===== src/design/ebpc_pkg.sv =====
// Function
// [RULE1] bus is 8 or 16 bits, strobe marks size
// [RULE2] strobe high with odd address only for RAM
// [RULE3] misaligned word: addressed byte on low half
// [RULE4] byte access codes on strobe, bit 0, rnw
// [RULE5] word access codes on strobe, bit 0, rnw
// [RULE6] peripheral mode hides first sixteen registers
// [RULE7] expanded modes move port A/B registers outside
// [RULE8] emulation bit moves port E registers outside
// [RULE9] port A carries high address and data
// [RULE10] port B carries low address, data if wide
// [RULE11] unused port pins are plain I/O by direction
// [RULE12] port E pins carry bus control alternates
// [RULE13] assignment selects function, direction only for I/O
// [RULE14] one bit pulls up port E input pins
// [RULE15] peripheral mode hides port E data
// [RULE16] wide modes mix byte and word peripherals
// [RULE17] narrow bit makes follow space byte wide
// [RULE18] follow space sits after the register block
// [RULE19] outside unit rebuilds removed port registers
package ebpc_pkg;
	// ----------------------------------------------------------
	// register offsets on the register port
	// ----------------------------------------------------------
	localparam logic [7:0] OFF_PA_DATA  = 8'h00; // port A data
	localparam logic [7:0] OFF_PB_DATA  = 8'h01; // port B data
	localparam logic [7:0] OFF_PA_DIR   = 8'h02; // port A direction
	localparam logic [7:0] OFF_PB_DIR   = 8'h03; // port B direction
	localparam logic [7:0] OFF_PE_DATA  = 8'h08; // port E data
	localparam logic [7:0] OFF_PE_DIR   = 8'h09; // port E direction
	localparam logic [7:0] OFF_PE_ASGN  = 8'h0a; // port E assignment
	localparam logic [7:0] OFF_PULL     = 8'h0c; // pull-up control
	localparam logic [7:0] OFF_REG_BASE = 8'h11; // register block base
	localparam logic [7:0] OFF_MISC     = 8'h13; // misc control
	localparam logic [7:0] OFF_BUS_MODE = 8'h14; // mode and emulation
	localparam logic [7:0] OFF_EXP_LAST = 8'h0f; // last expansion register
	// ----------------------------------------------------------
	// field positions and reset values
	// ----------------------------------------------------------
	localparam int PEA_NO_DBE  = 7; // pin 7 not data enable
	localparam int PEA_PIPE    = 5; // pins 6,5 queue status
	localparam int PEA_NO_E_PHASE_CLOCK = 4; // pin 4 not e clock
	localparam int PEA_STRB    = 3; // pin 3 low byte strobe
	localparam int PEA_RDW     = 2; // pin 2 read/write
	localparam int PEA_INV_E   = 0; // pin 7 inverted e clock
	localparam int PULL_E_BIT  = 4; // port E pull enable
	localparam int MISC_NARROW_FOLLOW_SPACE_BIT   = 6; // narrow follow space bit
	localparam int MODE_EME    = 3; // port E emulation bit
	localparam logic [7:0] PE_PULL_MASK  = 8'h8f; // pins with pull-ups
	localparam logic [7:0] PE_INPUT_ONLY = 8'h03; // interrupt inputs
	localparam logic [7:0] ASGN_RST_NX   = 8'h00; // normal expanded
	localparam logic [7:0] ASGN_RST_SP   = 8'h2c; // special modes
	localparam logic [7:0] ASGN_RST_PER  = 8'hd0; // peripheral
	localparam logic [7:0] ASGN_RST_NSC  = 8'h90; // normal single chip
	localparam logic [4:0] BASE_RST      = 5'h00; // block at 0x0000
	localparam logic [1:0] FOLLOW_SEL    = 2'h1;  // 0x0200..0x03ff in block
	localparam logic [2:0] DATA_CYC      = 3'h4;  // data phase length
	// ----------------------------------------------------------
	// modes and bus states
	// ----------------------------------------------------------
	typedef enum logic [2:0] {
		M_NSC = 3'h0, M_NXN = 3'h1, M_PER = 3'h2, M_NXW = 3'h3,
		M_SSC = 3'h4, M_SXN = 3'h5, M_SXW = 3'h6, M_RSV = 3'h7
	} ebpc_mode_t;
	typedef enum logic [2:0] {
		S_IDLE = 3'b001, S_ADDR = 3'b010, S_DATA = 3'b100
	} ebpc_state_t;
	// expanded: any mode that runs the external bus
	function automatic logic ebpc_is_exp(input ebpc_mode_t m);
		return m == M_NXN || m == M_NXW || m == M_SXN || m == M_SXW;
	endfunction
	function automatic logic ebpc_is_narrow(input ebpc_mode_t m);
		return m == M_NXN || m == M_SXN;
	endfunction
	// assignment reset value depends on the mode entered
	function automatic logic [7:0] ebpc_asgn_rst(input ebpc_mode_t m);
		case (m)
			M_NXN, M_NXW: return ASGN_RST_NX;
			M_PER:        return ASGN_RST_PER;
			M_NSC:        return ASGN_RST_NSC;
			default:      return ASGN_RST_SP;
		endcase
	endfunction
endpackage


===== src/design/ebpc_top.sv =====
// Decided for this implementation: strobed register access.
`timescale 1ns/100ps
`default_nettype none
module ebpc_top (
	input  wire logic        clock,        // 100 MHz system clock
	input  wire logic        srst,         // sync reset, high
	input  wire logic [7:0]  reg_addr,     // register offset
	input  wire logic [7:0]  reg_wdata,    // register write data
	input  wire logic        reg_wr,       // write strobe
	input  wire logic        reg_rd,       // read strobe
	output logic      [7:0]  reg_rdata,    // read data, next cycle
	output logic             reg_ext,      // access is off-chip
	input  wire logic        cpu_req,      // bus cycle request
	input  wire logic [15:0] cpu_addr,     // bus address
	input  wire logic        cpu_wide,     // word access
	input  wire logic        cpu_wr,       // write cycle
	input  wire logic        cpu_ram,      // internal RAM cycle
	input  wire logic [15:0] cpu_wdata,    // write word
	input  wire logic [1:0]  queue_status, // instruction queue
	output logic             cpu_ack,      // cycle done pulse
	output logic      [15:0] cpu_rdata,    // read word
	output logic             bus_busy,     // cycle in progress
	input  wire logic [7:0]  pa_in,        // port A pads
	output logic      [7:0]  pa_out,       // port A drive
	output logic      [7:0]  pa_oe,        // port A enable
	input  wire logic [7:0]  pb_in,        // port B pads
	output logic      [7:0]  pb_out,       // port B drive
	output logic      [7:0]  pb_oe,        // port B enable
	input  wire logic [7:0]  pe_in,        // port E pads
	output logic      [7:0]  pe_out,       // port E drive
	output logic      [7:0]  pe_oe,        // port E enable
	output logic      [7:0]  pe_pull       // port E pull-ups
);
	import ebpc_pkg::*;

	// ----------------------------------------------------------
	// control registers
	// ----------------------------------------------------------
	ebpc_mode_t  mode_q;  // operating mode
	logic        eme_q;   // port E emulation bit
	logic [7:0]  asgn_q;  // port E assignment
	logic [7:0]  pull_q;  // pull-up control
	logic [4:0]  base_q;  // register block base, 2K steps
	logic        narrow_follow_space_bit_q;  // narrow follow space bit
	logic        exp;     // expanded mode
	logic        narrow;  // expanded narrow mode
	logic        vis;     // offset present on chip
	logic        hit;     // write strobe on a present offset

	assign exp    = ebpc_is_exp(mode_q);
	assign narrow = ebpc_is_narrow(mode_q);

	// which offsets stay on chip in this mode
	always_comb begin
		vis = 1'b1;
		if (mode_q == M_PER && reg_addr <= OFF_EXP_LAST)
			vis = 1'b0; // RULE6 RULE15
		if (exp && reg_addr <= OFF_PB_DIR)
			vis = 1'b0; // RULE7
		if (exp && eme_q &&
		    (reg_addr == OFF_PE_DATA || reg_addr == OFF_PE_DIR))
			vis = 1'b0; // RULE8
	end
	assign hit = reg_wr && vis;

	// mode write reloads the assignment default for that mode
	always_ff @(posedge clock) begin
		if (srst) begin
			mode_q <= M_NSC;
			eme_q  <= 1'b0;
			asgn_q <= ASGN_RST_NSC;
		end else if (hit && reg_addr == OFF_BUS_MODE) begin
			mode_q <= ebpc_mode_t'(reg_wdata[2:0]);
			eme_q  <= reg_wdata[MODE_EME];
			asgn_q <= ebpc_asgn_rst(ebpc_mode_t'(reg_wdata[2:0]));
		end else if (hit && reg_addr == OFF_PE_ASGN) begin
			asgn_q <= reg_wdata; // RULE13
		end
	end

	// remaining control registers
	always_ff @(posedge clock) begin
		if (srst) begin
			pull_q <= 8'h00;
			base_q <= BASE_RST;
			narrow_follow_space_bit_q <= 1'b0;
		end else if (hit) begin
			if (reg_addr == OFF_PULL) pull_q <= reg_wdata;
			if (reg_addr == OFF_REG_BASE) base_q <= reg_wdata[7:3];
			if (reg_addr == OFF_MISC) narrow_follow_space_bit_q <= reg_wdata[MISC_NARROW_FOLLOW_SPACE_BIT];
		end
	end

	// ----------------------------------------------------------
	// bus cycle sequencer
	// ----------------------------------------------------------
	ebpc_state_t state_q;  // bus phase
	logic [2:0]  cnt_q;    // data phase counter
	logic        take;     // request accepted
	logic        follow;   // address in follow space
	logic        nar_d;    // byte-wide cycle
	logic        wide_d;   // word cycle granted
	logic [15:0] addr_q;   // latched address
	logic [15:0] lane_q;   // lanes to drive, A high
	logic        wr_q;     // latched write
	logic        wide_q;   // latched word flag
	logic        nar_q;    // latched byte-wide bus
	logic        swap_q;   // latched swap
	logic        strb_q;   // low byte strobe level
	logic        rnw_q;    // read/write level
	logic [7:0]  a_sync;   // port A synced pads
	logic [7:0]  b_sync;   // port B synced pads

	// requests outside idle or outside expanded are dropped
	assign take   = cpu_req && state_q == S_IDLE && exp;
	assign follow = cpu_addr[15:11] == base_q &&
	                cpu_addr[10:9] == FOLLOW_SEL; // RULE18
	// narrow modes, or the follow space with the bit set in wide
	assign nar_d  = narrow || (narrow_follow_space_bit_q && follow); // RULE1 RULE16 RULE17
	// only RAM takes a word at an odd address
	assign wide_d = cpu_wide && !nar_d &&
	                (!cpu_addr[0] || cpu_ram); // RULE2

	// phase sequence: one address cycle then the data phase
	always_ff @(posedge clock) begin
		if (srst) begin
			state_q <= S_IDLE;
			cnt_q   <= 3'h0;
		end else begin
			unique case (state_q)
				S_IDLE: begin
					if (take) state_q <= S_ADDR;
				end
				S_ADDR: begin
					state_q <= S_DATA;
					cnt_q   <= 3'h1;
				end
				S_DATA: begin
					// long enough for pads to reach the sync stage
					if (cnt_q == DATA_CYC) state_q <= S_IDLE;
					else cnt_q <= cnt_q + 3'h1;
				end
			endcase
		end
	end

	// latch the cycle; encode strobe from size and bit 0
	always_ff @(posedge clock) begin
		if (srst) begin
			addr_q <= 16'h0000;
			lane_q <= 16'h0000;
			wr_q   <= 1'b0;
			wide_q <= 1'b0;
			nar_q  <= 1'b0;
			swap_q <= 1'b0;
			strb_q <= 1'b1;
			rnw_q  <= 1'b1;
		end else if (take) begin
			addr_q <= cpu_addr;
			wr_q   <= cpu_wr;
			wide_q <= wide_d;
			nar_q  <= nar_d;
			swap_q <= wide_d && cpu_addr[0];
			// word: strobe equals bit 0; byte: its inverse
			strb_q <= wide_d ? cpu_addr[0] : ~cpu_addr[0]; // RULE4 RULE5
			rnw_q  <= ~cpu_wr; // RULE4 RULE5
			if (wide_d && cpu_addr[0])
				lane_q <= {cpu_wdata[7:0], cpu_wdata[15:8]}; // RULE3
			else if (wide_d)
				lane_q <= cpu_wdata;
			else if (nar_d || !cpu_addr[0])
				lane_q <= {cpu_wdata[7:0], 8'h00}; // RULE9
			else
				lane_q <= {8'h00, cpu_wdata[7:0]}; // RULE10
		end
	end

	// answer at the last data cycle, lanes back in cpu order
	always_ff @(posedge clock) begin
		if (srst) begin
			cpu_ack   <= 1'b0;
			cpu_rdata <= 16'h0000;
			bus_busy  <= 1'b0;
		end else begin
			cpu_ack  <= state_q == S_DATA && cnt_q == DATA_CYC;
			bus_busy <= take || (state_q != S_IDLE &&
			            !(state_q == S_DATA && cnt_q == DATA_CYC));
			if (state_q == S_DATA && cnt_q == DATA_CYC) begin
				if (wide_q && swap_q)
					cpu_rdata <= {b_sync, a_sync}; // RULE3
				else if (wide_q)
					cpu_rdata <= {a_sync, b_sync};
				else if (nar_q || !addr_q[0])
					cpu_rdata <= {8'h00, a_sync};
				else
					cpu_rdata <= {8'h00, b_sync};
			end
		end
	end

	// ----------------------------------------------------------
	// pin multiplexing
	// ----------------------------------------------------------
	logic       in_data; // data phase
	logic       e_phase_clock;    // e phase clock level
	logic       dbe_n;   // data bus enable, low active
	logic [7:0] a_alt;   // port A bus level
	logic [7:0] b_alt;   // port B bus level
	logic       a_oe;    // port A bus drive
	logic       b_oe;    // port B bus drive
	logic [7:0] e_en;    // port E alternates in use
	logic [7:0] e_alt;   // port E alternate levels

	assign in_data = state_q == S_DATA;
	assign e_phase_clock    = in_data;
	assign dbe_n   = ~in_data;

	// address outside data phase, data inside it
	always_comb begin
		a_alt = in_data ? lane_q[15:8] : addr_q[15:8]; // RULE9
		a_oe  = !in_data || wr_q;
		// narrow bus keeps the low address on port B
		b_alt = (in_data && !nar_q) ? lane_q[7:0] : addr_q[7:0]; // RULE10
		b_oe  = !in_data || wr_q || nar_q;
	end

	// port E alternate selection per pin
	always_comb begin
		e_en = PE_INPUT_ONLY; // RULE12
		e_en[7] = exp && !asgn_q[PEA_NO_DBE];
		e_en[6] = exp && asgn_q[PEA_PIPE];
		e_en[5] = exp && asgn_q[PEA_PIPE];
		e_en[4] = mode_q != M_PER && !asgn_q[PEA_NO_E_PHASE_CLOCK];
		e_en[3] = exp && mode_q != M_NXN && asgn_q[PEA_STRB];
		e_en[2] = exp && asgn_q[PEA_RDW];
		e_alt = 8'h00;
		e_alt[7]   = asgn_q[PEA_INV_E] ? ~e_phase_clock : dbe_n; // RULE12
		e_alt[6:5] = queue_status;
		e_alt[4]   = e_phase_clock;
		e_alt[3]   = strb_q; // RULE1
		e_alt[2]   = rnw_q;
	end

	// ----------------------------------------------------------
	// ports
	// ----------------------------------------------------------
	logic [7:0] a_rd, b_rd, e_rd;    // data register views
	logic [7:0] a_dir, b_dir, e_dir; // direction registers
	logic [7:0] e_sync;              // port E synced pads

	ebpc_port #(.W(8), .PULL_MASK(8'h00)) u_port_a (
		.clock    (clock),
		.srst     (srst),
		.wr_data  (hit && reg_addr == OFF_PA_DATA),
		.wr_dir   (hit && reg_addr == OFF_PA_DIR),
		.wdata    (reg_wdata),
		.alt_en   ({8{exp}}), // RULE7 RULE11
		.alt_out  (a_alt),
		.alt_oe   ({8{a_oe}}),
		.pull_en  (1'b0),
		.pin_in   (pa_in),
		.pin_out  (pa_out),
		.pin_oe   (pa_oe),
		.pin_pull (),
		.pin_sync (a_sync),
		.rd_data  (a_rd),
		.dir      (a_dir)
	);

	ebpc_port #(.W(8), .PULL_MASK(8'h00)) u_port_b (
		.clock    (clock),
		.srst     (srst),
		.wr_data  (hit && reg_addr == OFF_PB_DATA),
		.wr_dir   (hit && reg_addr == OFF_PB_DIR),
		.wdata    (reg_wdata),
		.alt_en   ({8{exp}}), // RULE7 RULE11
		.alt_out  (b_alt),
		.alt_oe   ({8{b_oe}}),
		.pull_en  (1'b0),
		.pin_in   (pb_in),
		.pin_out  (pb_out),
		.pin_oe   (pb_oe),
		.pin_pull (),
		.pin_sync (b_sync),
		.rd_data  (b_rd),
		.dir      (b_dir)
	);

	// interrupt pins are alternates that never drive
	ebpc_port #(.W(8), .PULL_MASK(PE_PULL_MASK)) u_port_e (
		.clock    (clock),
		.srst     (srst),
		.wr_data  (hit && reg_addr == OFF_PE_DATA),
		.wr_dir   (hit && reg_addr == OFF_PE_DIR),
		.wdata    (reg_wdata),
		.alt_en   (e_en), // RULE13
		.alt_out  (e_alt),
		.alt_oe   (~PE_INPUT_ONLY),
		.pull_en  (pull_q[PULL_E_BIT]), // RULE14
		.pin_in   (pe_in),
		.pin_out  (pe_out),
		.pin_oe   (pe_oe),
		.pin_pull (pe_pull),
		.pin_sync (e_sync),
		.rd_data  (e_rd),
		.dir      (e_dir)
	);

	// ----------------------------------------------------------
	// register read and off-chip flag
	// ----------------------------------------------------------
	// hidden offsets read zero; the outside unit answers them
	always_ff @(posedge clock) begin
		if (srst) begin
			reg_rdata <= 8'h00;
			reg_ext   <= 1'b0;
		end else begin
			reg_ext   <= (reg_rd || reg_wr) && !vis; // RULE7 RULE8 RULE19
			reg_rdata <= 8'h00;
			if (reg_rd && vis) begin
				case (reg_addr)
					OFF_PA_DATA:  reg_rdata <= a_rd;
					OFF_PB_DATA:  reg_rdata <= b_rd;
					OFF_PA_DIR:   reg_rdata <= a_dir;
					OFF_PB_DIR:   reg_rdata <= b_dir;
					OFF_PE_DATA:  reg_rdata <= e_rd;
					OFF_PE_DIR:   reg_rdata <= e_dir;
					OFF_PE_ASGN:  reg_rdata <= asgn_q;
					OFF_PULL:     reg_rdata <= pull_q;
					OFF_REG_BASE: reg_rdata <= {base_q, 3'h0};
					OFF_MISC:     reg_rdata <= {1'b0, narrow_follow_space_bit_q, 6'h00};
					OFF_BUS_MODE: reg_rdata <= {4'h0, eme_q, mode_q};
					default:      reg_rdata <= 8'h00;
				endcase
			end
		end
	end
endmodule
`default_nettype wire


===== src/design/ebpc_port.sv =====
`timescale 1ns/100ps
`default_nettype none
// one 8-bit port: data, direction, pin sync, alternate override
module ebpc_port #(
	parameter int         W         = 8,
	parameter logic [7:0] PULL_MASK = 8'h00
) (
	input  wire logic         clock,    // system clock
	input  wire logic         srst,     // sync reset
	input  wire logic         wr_data,  // data register write
	input  wire logic         wr_dir,   // direction register write
	input  wire logic [W-1:0] wdata,    // write value
	input  wire logic [W-1:0] alt_en,   // pin taken by alternate
	input  wire logic [W-1:0] alt_out,  // alternate level
	input  wire logic [W-1:0] alt_oe,   // alternate drive
	input  wire logic         pull_en,  // pull-up enable
	input  wire logic [W-1:0] pin_in,   // pad level
	output logic      [W-1:0] pin_out,  // pad drive level
	output logic      [W-1:0] pin_oe,   // pad drive enable
	output logic      [W-1:0] pin_pull, // pad pull-up on
	output logic      [W-1:0] pin_sync, // synced pad level
	output logic      [W-1:0] rd_data,  // data register view
	output logic      [W-1:0] dir       // direction register
);
	logic [W-1:0] meta_q; // first sync stage, read only by sync
	logic [W-1:0] data_q; // output latch
	logic [W-1:0] oe_d;   // next drive enable
	// two stages before any logic sees a pad
	always_ff @(posedge clock) begin
		meta_q   <= pin_in;
		pin_sync <= meta_q;
	end
	// data and direction; inputs after reset is the safe choice
	always_ff @(posedge clock) begin
		if (srst) begin
			data_q <= '0;
			dir    <= '0;
		end else begin
			if (wr_data) data_q <= wdata;
			if (wr_dir) dir <= wdata;
		end
	end
	// alternate overrides direction; direction 0 is high-z
	assign oe_d = (alt_en & alt_oe) | (~alt_en & dir); // RULE11 RULE13
	// pull-ups only on masked pins that are not driving
	always_ff @(posedge clock) begin
		if (srst) begin
			pin_out  <= '0;
			pin_oe   <= '0;
			pin_pull <= '0;
		end else begin
			pin_out  <= (alt_en & alt_out) | (~alt_en & data_q);
			pin_oe   <= oe_d;
			pin_pull <= pull_en ? (PULL_MASK & ~oe_d) : '0; // RULE14
		end
	end
	// outputs read back the latch, inputs read the pad
	assign rd_data = (dir & data_q) | (~dir & pin_sync);
endmodule
`default_nettype wire


===== config.mk =====
export PLATFORM = sky130hd
export DESIGN_NAME = ebpc_top
export DESIGN_NICKNAME = d
export VERILOG_FILES = /design/src/design/ebpc_pkg.sv /design/src/design/ebpc_top.sv /design/src/design/ebpc_port.sv
export SDC_FILE = /design/constraint.sdc
export NUM_CORES = 1
export LEC_CHECK = 0
export BUFFER_PORTS_ARGS = -buffer_cell sky130_fd_sc_hd__buf_4
export CAP_MARGIN = 20
export CORE_UTILIZATION = 50
export CTS_CLUSTER_DIAMETER = 40
export DETAILED_ROUTE_END_ITERATION = 8
export GPL_TIMING_DRIVEN = 0
export PLACE_DENSITY = 0.78
export SLEW_MARGIN = 20
export SYNTH_ARGS = -nofsm -noshare
export SYNTH_HDL_FRONTEND = slang
export SYNTH_SLANG_ARGS = --single-unit

===== constraint.sdc =====
create_clock -name clock -period 4.5 [get_ports clock]
set_clock_uncertainty 0.2 [all_clocks]
set_input_delay 0.9 -clock clock [delete_from_list [all_inputs] [get_ports clock]]
set_output_delay 0.9 -clock clock [all_outputs]
set_load 0.02 [all_outputs]

# After elaboration in Yosys (flattened, before gate mapping)
# Cells that the tools add are included.
[totals]
reg_bits = 249
word_cells = 198
output_inout_bits = 83
[classes]
add_sub_neg = 1
eq_ne = 30
order_cmp = 2
bitwise = 37
mux = 21
reduce_logical = 66
[ops]
columns = ["cell", "n"]
rows = [
  ["8-bit AND", 17],
  ["8-bit one-hot mux with 11 select lines", 1],
  ["16-bit two-way mux", 5],
  ["8-bit bitwise OR", 9],
  ["8-bit NOT", 6],
  ["8-bit two-way mux", 5],
  ["8-bit by 4-bit equality test with 1-bit output (second input constant)", 4],
  ["1-bit logical AND", 32],
  ["8-bit by 5-bit equality test with 1-bit output (second input constant)", 3],
  ["8-bit one-hot mux with 3 select lines", 1],
  ["8-bit by 2-bit equality test with 1-bit output (second input constant)", 2],
  ["3-bit by 2-bit equality test with 1-bit output (second input constant)", 5],
  ["1-bit logical OR", 13],
  ["3-bit equality test (second input constant)", 4],
  ["2-bit AND reduction", 5],
  ["3-bit by 1-bit equality test with 1-bit output (second input constant)", 3],
  ["1-bit zero test", 9],
  ["3-bit two-way mux", 3],
  ["3-bit one-hot mux with 3 select lines", 1],
  ["8-bit by 1-bit equality test with 1-bit output (second input constant)", 1],
  ["8-bit by 2-bit less-or-equal comparator with 1-bit output (second input constant)", 1],
  ["8-bit by 4-bit less-or-equal comparator with 1-bit output (second input constant)", 1],
  ["8-bit zero test", 1],
  ["3-bit by 1-bit != test with 1-bit output (second input constant)", 2],
  ["12 further kinds", 23],
]

# Logic depth before layout (Yosys ltp)
[logic_depth]
depth_word = 11
mapped_depth = 11
depth_no_buf = 10

# Modules after synthesis
# From an unflattened synthesis, not the netlist that was laid out.
[hier_totals]
cells_unflattened = 1019
area_unflattened_um2 = 9933.3
[modules_own_cells]
columns = ["mod", "area_per_inst_um2", "cells_per_inst", "n_inst"]
rows = [
  ["ebpc_top", 5018.6, 611, 1],
  ["ebpc_port at u_port_a ...", 1592.8, 134, 2],
  ["ebpc_port at u_port_e", 1729.2, 140, 1],
]

# Worst setup path after synthesis
# Ideal clock, no wire load.
[synth_path]
path_kind = "in2reg"
from = "in cpu_addr[12]"
to = "reg lane_q[2]"
required_ps = 4241
setup_slack_ps = 1076
arrival_ps = 3166
setup_ps = 59
path_buffers = 1
stages = 9
path_cell_list = "xnor2_1 > nand4_1 > o41ai_1 > nor2_1 > ha_1 > clkbuf_1 > nor2_1 > nor4b_2 > a21o_1"
[synth_between]
elab_chain_cells = 9
word_cells_on_any_way = 12
cone_classes = "eq/ne (1); mux (3); reduce/logical (8)"
[synth_lines]
columns = ["item", "line", "source"]
rows = [
  ["from (decl)", "ebpc_top.sv:14", "input wire logic [15:0] cpu_addr,"],
  ["5-bit equality test *", "ebpc_top.sv:116", "assign follow = cpu_addr[15:11] == base_q &&"],
  ["1-bit logical AND *", "ebpc_top.sv:116", ""],
  ["1-bit logical AND *", "ebpc_top.sv:119", "assign nar_d = narrow || (narrow_follow_space_bit_q && follow);"],
  ["1-bit logical OR *", "ebpc_top.sv:119", ""],
  ["1-bit zero test *", "ebpc_top.sv:121", "assign wide_d = cpu_wide && !nar_d &&"],
  ["1-bit logical AND * (2 in a row)", "ebpc_top.sv:121", ""],
  ["net wide_d", "ebpc_top.sv:102", "logic wide_d;"],
  ["16-bit two-way mux or 1-bit logical AND (tied branches)", "ebpc_top.sv:169, ebpc_top.sv:167", ""],
  ["16-bit two-way mux *", "ebpc_top.sv:167", "if (wide_d && cpu_addr[0])"],
  ["to (signal assigned)", "ebpc_top.sv:168", "lane_q <= {cpu_wdata[7:0], cpu_wdata[15:8]};"],
  ["to (signal assigned)", "ebpc_top.sv:170", "lane_q <= cpu_wdata;"],
  ["to (signal assigned)", "ebpc_top.sv:172", "lane_q <= {cpu_wdata[7:0], 8'h00};"],
  ["to (decl)", "ebpc_top.sv:104", "logic [15:0] lane_q;"],
]
# Mark *: on every way through the listed nets, which the timed path passes. The rest lies on a longest branch.
# A chain may end at the register's enable or synchronous reset.

# Final worst setup path
[layout_path]
from = "in cpu_addr[12]"
to = "reg lane_q[4]"
# Same word-level chain as after synthesis.

==> impl_results.md <==
- Outcome: finished clean
- Vias in the first global route: 8195
- Hold Path Class: flop to flop
- 1st-iter DRT viols: 985
- Diode count: 0
- First-pass DRT Iterations: 7
- Ys async rst share: 0%
- FF-to-FF path depth: 9
- Min cycle time layout: 3418 ps
- Clk_lat worst skew: 560 ps
- Port bufs: 155
- CP Data Arrival Time: 3700 ps
- Synth Cell Area: 9460 um^2
- Netlist cell types: 72
- Layout cells sized above 1: 20.91%
- Final instance area: 12030 um^2
- GPL Wtd Cong: 0.9667
- Width of the die: 139.6 um
- Via/cell ratio: 5.912
- TritonCTS clock tree: yes
- Largest net degree at the start of global routing: 17
- Maximum clock frequency: 0.2925 GHz
- Remaining antenna violation count after routing: 0
- Slew @ Worst Pin: 1074 ps
- Post-CTS Setup Bufs: 0
- DRC errors left: 0
- Count leader, synth: dfxtp_1
- WL final: 31080 um
- Max IR drop VDD: 0.3590 mV
- MaxCap Viol Count: 0
- Die Span Y: 139.6 um
- Clock slew at reported path FFs: 60 ps
- Cell area after placement: 10930 um^2
- Global route overflow: 0
- Fin util: 65.86%
- Relative max-transition margin: 28.05%
- Synth warn: 0
- Top Registers: addr_q x16, cpu_rdata x16, lane_q x16
- Top cells by count, synth: dfxtp_1, nand2_1, nor2_1
- Io pins: 165
- Crit. End Element: flop
- Dpl hpwl: 22970 um
- Final setup vio count: 0
- Per-cell routed wire length: 20.97 um
- Post-layout nets: 1313
- Pwr Density: 415.4 nW/um^2
- Fin. Hold Viols: 0
- CTS resizes: 0
- Worst setup path class: primary input to flop
- Post-synth EDFFs: 0
- Global Route Usage Sum: 31.48%
- Startpoint Class: primary input
- Top post-synthesis cells by area: dfxtp_1, mux2i_1, nand2_1
- Die area: 19470 um^2
- Setup TNS: 0 ps
- Synth Flop Type: dfxtp_1
- Lkg Pwr: 4.685 nW
- Clock Sinks: 241
- Core area: 18270 um^2
- Starting Density: 51.78%
- Final Cycle Share: 75.96%
- Avg Inst Size Synth: 9.149 um^2
- CP required: 4780 ps
- Initial antenna violation count: 0
- Clock buffer depth: 3
- Routed via count: 8762
- P&R area growth vs syn: 27.19%
- Slew Limit Fails: 0
- Row count: 49
- Crit Path Max Fanout: 10
- Flops & latches, synth: 241
- RSZ-0062 raised after global routing: no
- Fillers: 1527
- CTS Hold Buffers Added: 0
- Sequential Area: 4825 um^2
- Largest area contributor in the netlist: dfxtp_1
- Synth top area share: 51.00%
- Post-synthesis instance total: 1034
- Sequential cell area fraction in the yosys report: 51.00%
- Root Driver: clkbuf_16
- TritonCTS buffer count: 31
- H-Tree Level Count: 1
- First-pass GRT wire length: 47110 um
- Tot Pwr: 4.999 mW
- WHS Path Cells: 0
- Multi-input gate area: 4244 um^2
-- critical path, cell delays in order --
cell and delay, ps:
buf_4 120, xnor2_1 150, nand4_1 160, o41ai_2 680
nor2_1 120, ha_1 240, clkbuf_1 230, nor2_1 180
nor4b_2 730, o2bb2ai_1 190
-- logic make-up after synthesis --
| family | after synthesis | share of synthesized area [%] |
|---|---|---|
| AO/OA/AOI/OAI | 273 | 18.85 |
| XOR/XNOR | 6 | 0.5555 |
| adder cells (fa/ha/maj) | 3 | 0.3968 |
| buffers and inverters | 94 | 4.457 |
| flip-flops | 241 | 51.00 |
| multiplexers | 66 | 7.036 |
| other | 1 | 0.03964 |
| AND/OR/NAND/NOR | 350 | 17.67 |
-- where the power goes --
part	switching [mW]	internal [mW]	total [mW]
registers	0.0159	2.16	2.18
clock network	1.01	1.56	2.57
logic	0.156	0.0948	0.251
total	1.18	3.82	5.00
-- stage by stage --
step / setup WS (ps) / hold slack (ps) / cells
2_1_floorplan: 1076 / 109.6 / 1040
3_3_place_gp: 254.4 / 109.8 / 1424
3_5_place_dp: 277.9 / 112.1 / 1424
4_1_cts: 817.5 / 125.6 / 1482
5_1_grt: 857.4 / 132.1 / 1482
6_report: 1082 / 122.2 / 1482
-- layout make-up --
class,count,share of cell area (%)
Sequential cell,241,40.10
Tap cell,229,2.381
Buffer,81,3.099
Multi-Input combinational cell,705,35.27
Clock inverter,21,2.277
Inverter,13,0.4055
Timing Repair Buffer,155,9.670
Clock buffer,37,6.800
-- layout by cell type (no fill, tap or decap), types with 10 or more instances in the layout --
master,n
dfxtp_1,241
buf_4,164
nand2_1,136
nor2_1,86
a21oi_1,72
mux2i_1,62
o21ai_0,58
clkbuf_1,56
nand3_1,34
clkbuf_16,31
nor3_1,18
o21a_1,17
a31o_1,16
a211oi_1,15
nand2b_1,13
inv_1,12
buf_2,10
and3_1,10
-- metal layers --
layer | global-route usage (%) | vias to the layer above | share of wire (%)
li1 | - | 4061 | -
met4 | 14.05 | 0 | 4.6
met1 | 40.98 | 4043 | 40
met3 | 6.641 | 115 | 10
met2 | 50.36 | 543 | 45
met5 | 0 | - | 0
-- final timing paths --
path	startpoint	end	slack, ps
hold / removal	u_port_e.meta_q[5]	u_port_e.pin_sync[5]	120
setup / recovery	cpu_addr[12]	lane_q[4]	1080
setup reg to reg	base_q[2]	lane_q[4]	1090
hold reg to reg	u_port_e.meta_q[5]	u_port_e.pin_sync[5]	120
Note: power is estimated with default switching activity, not from simulation.
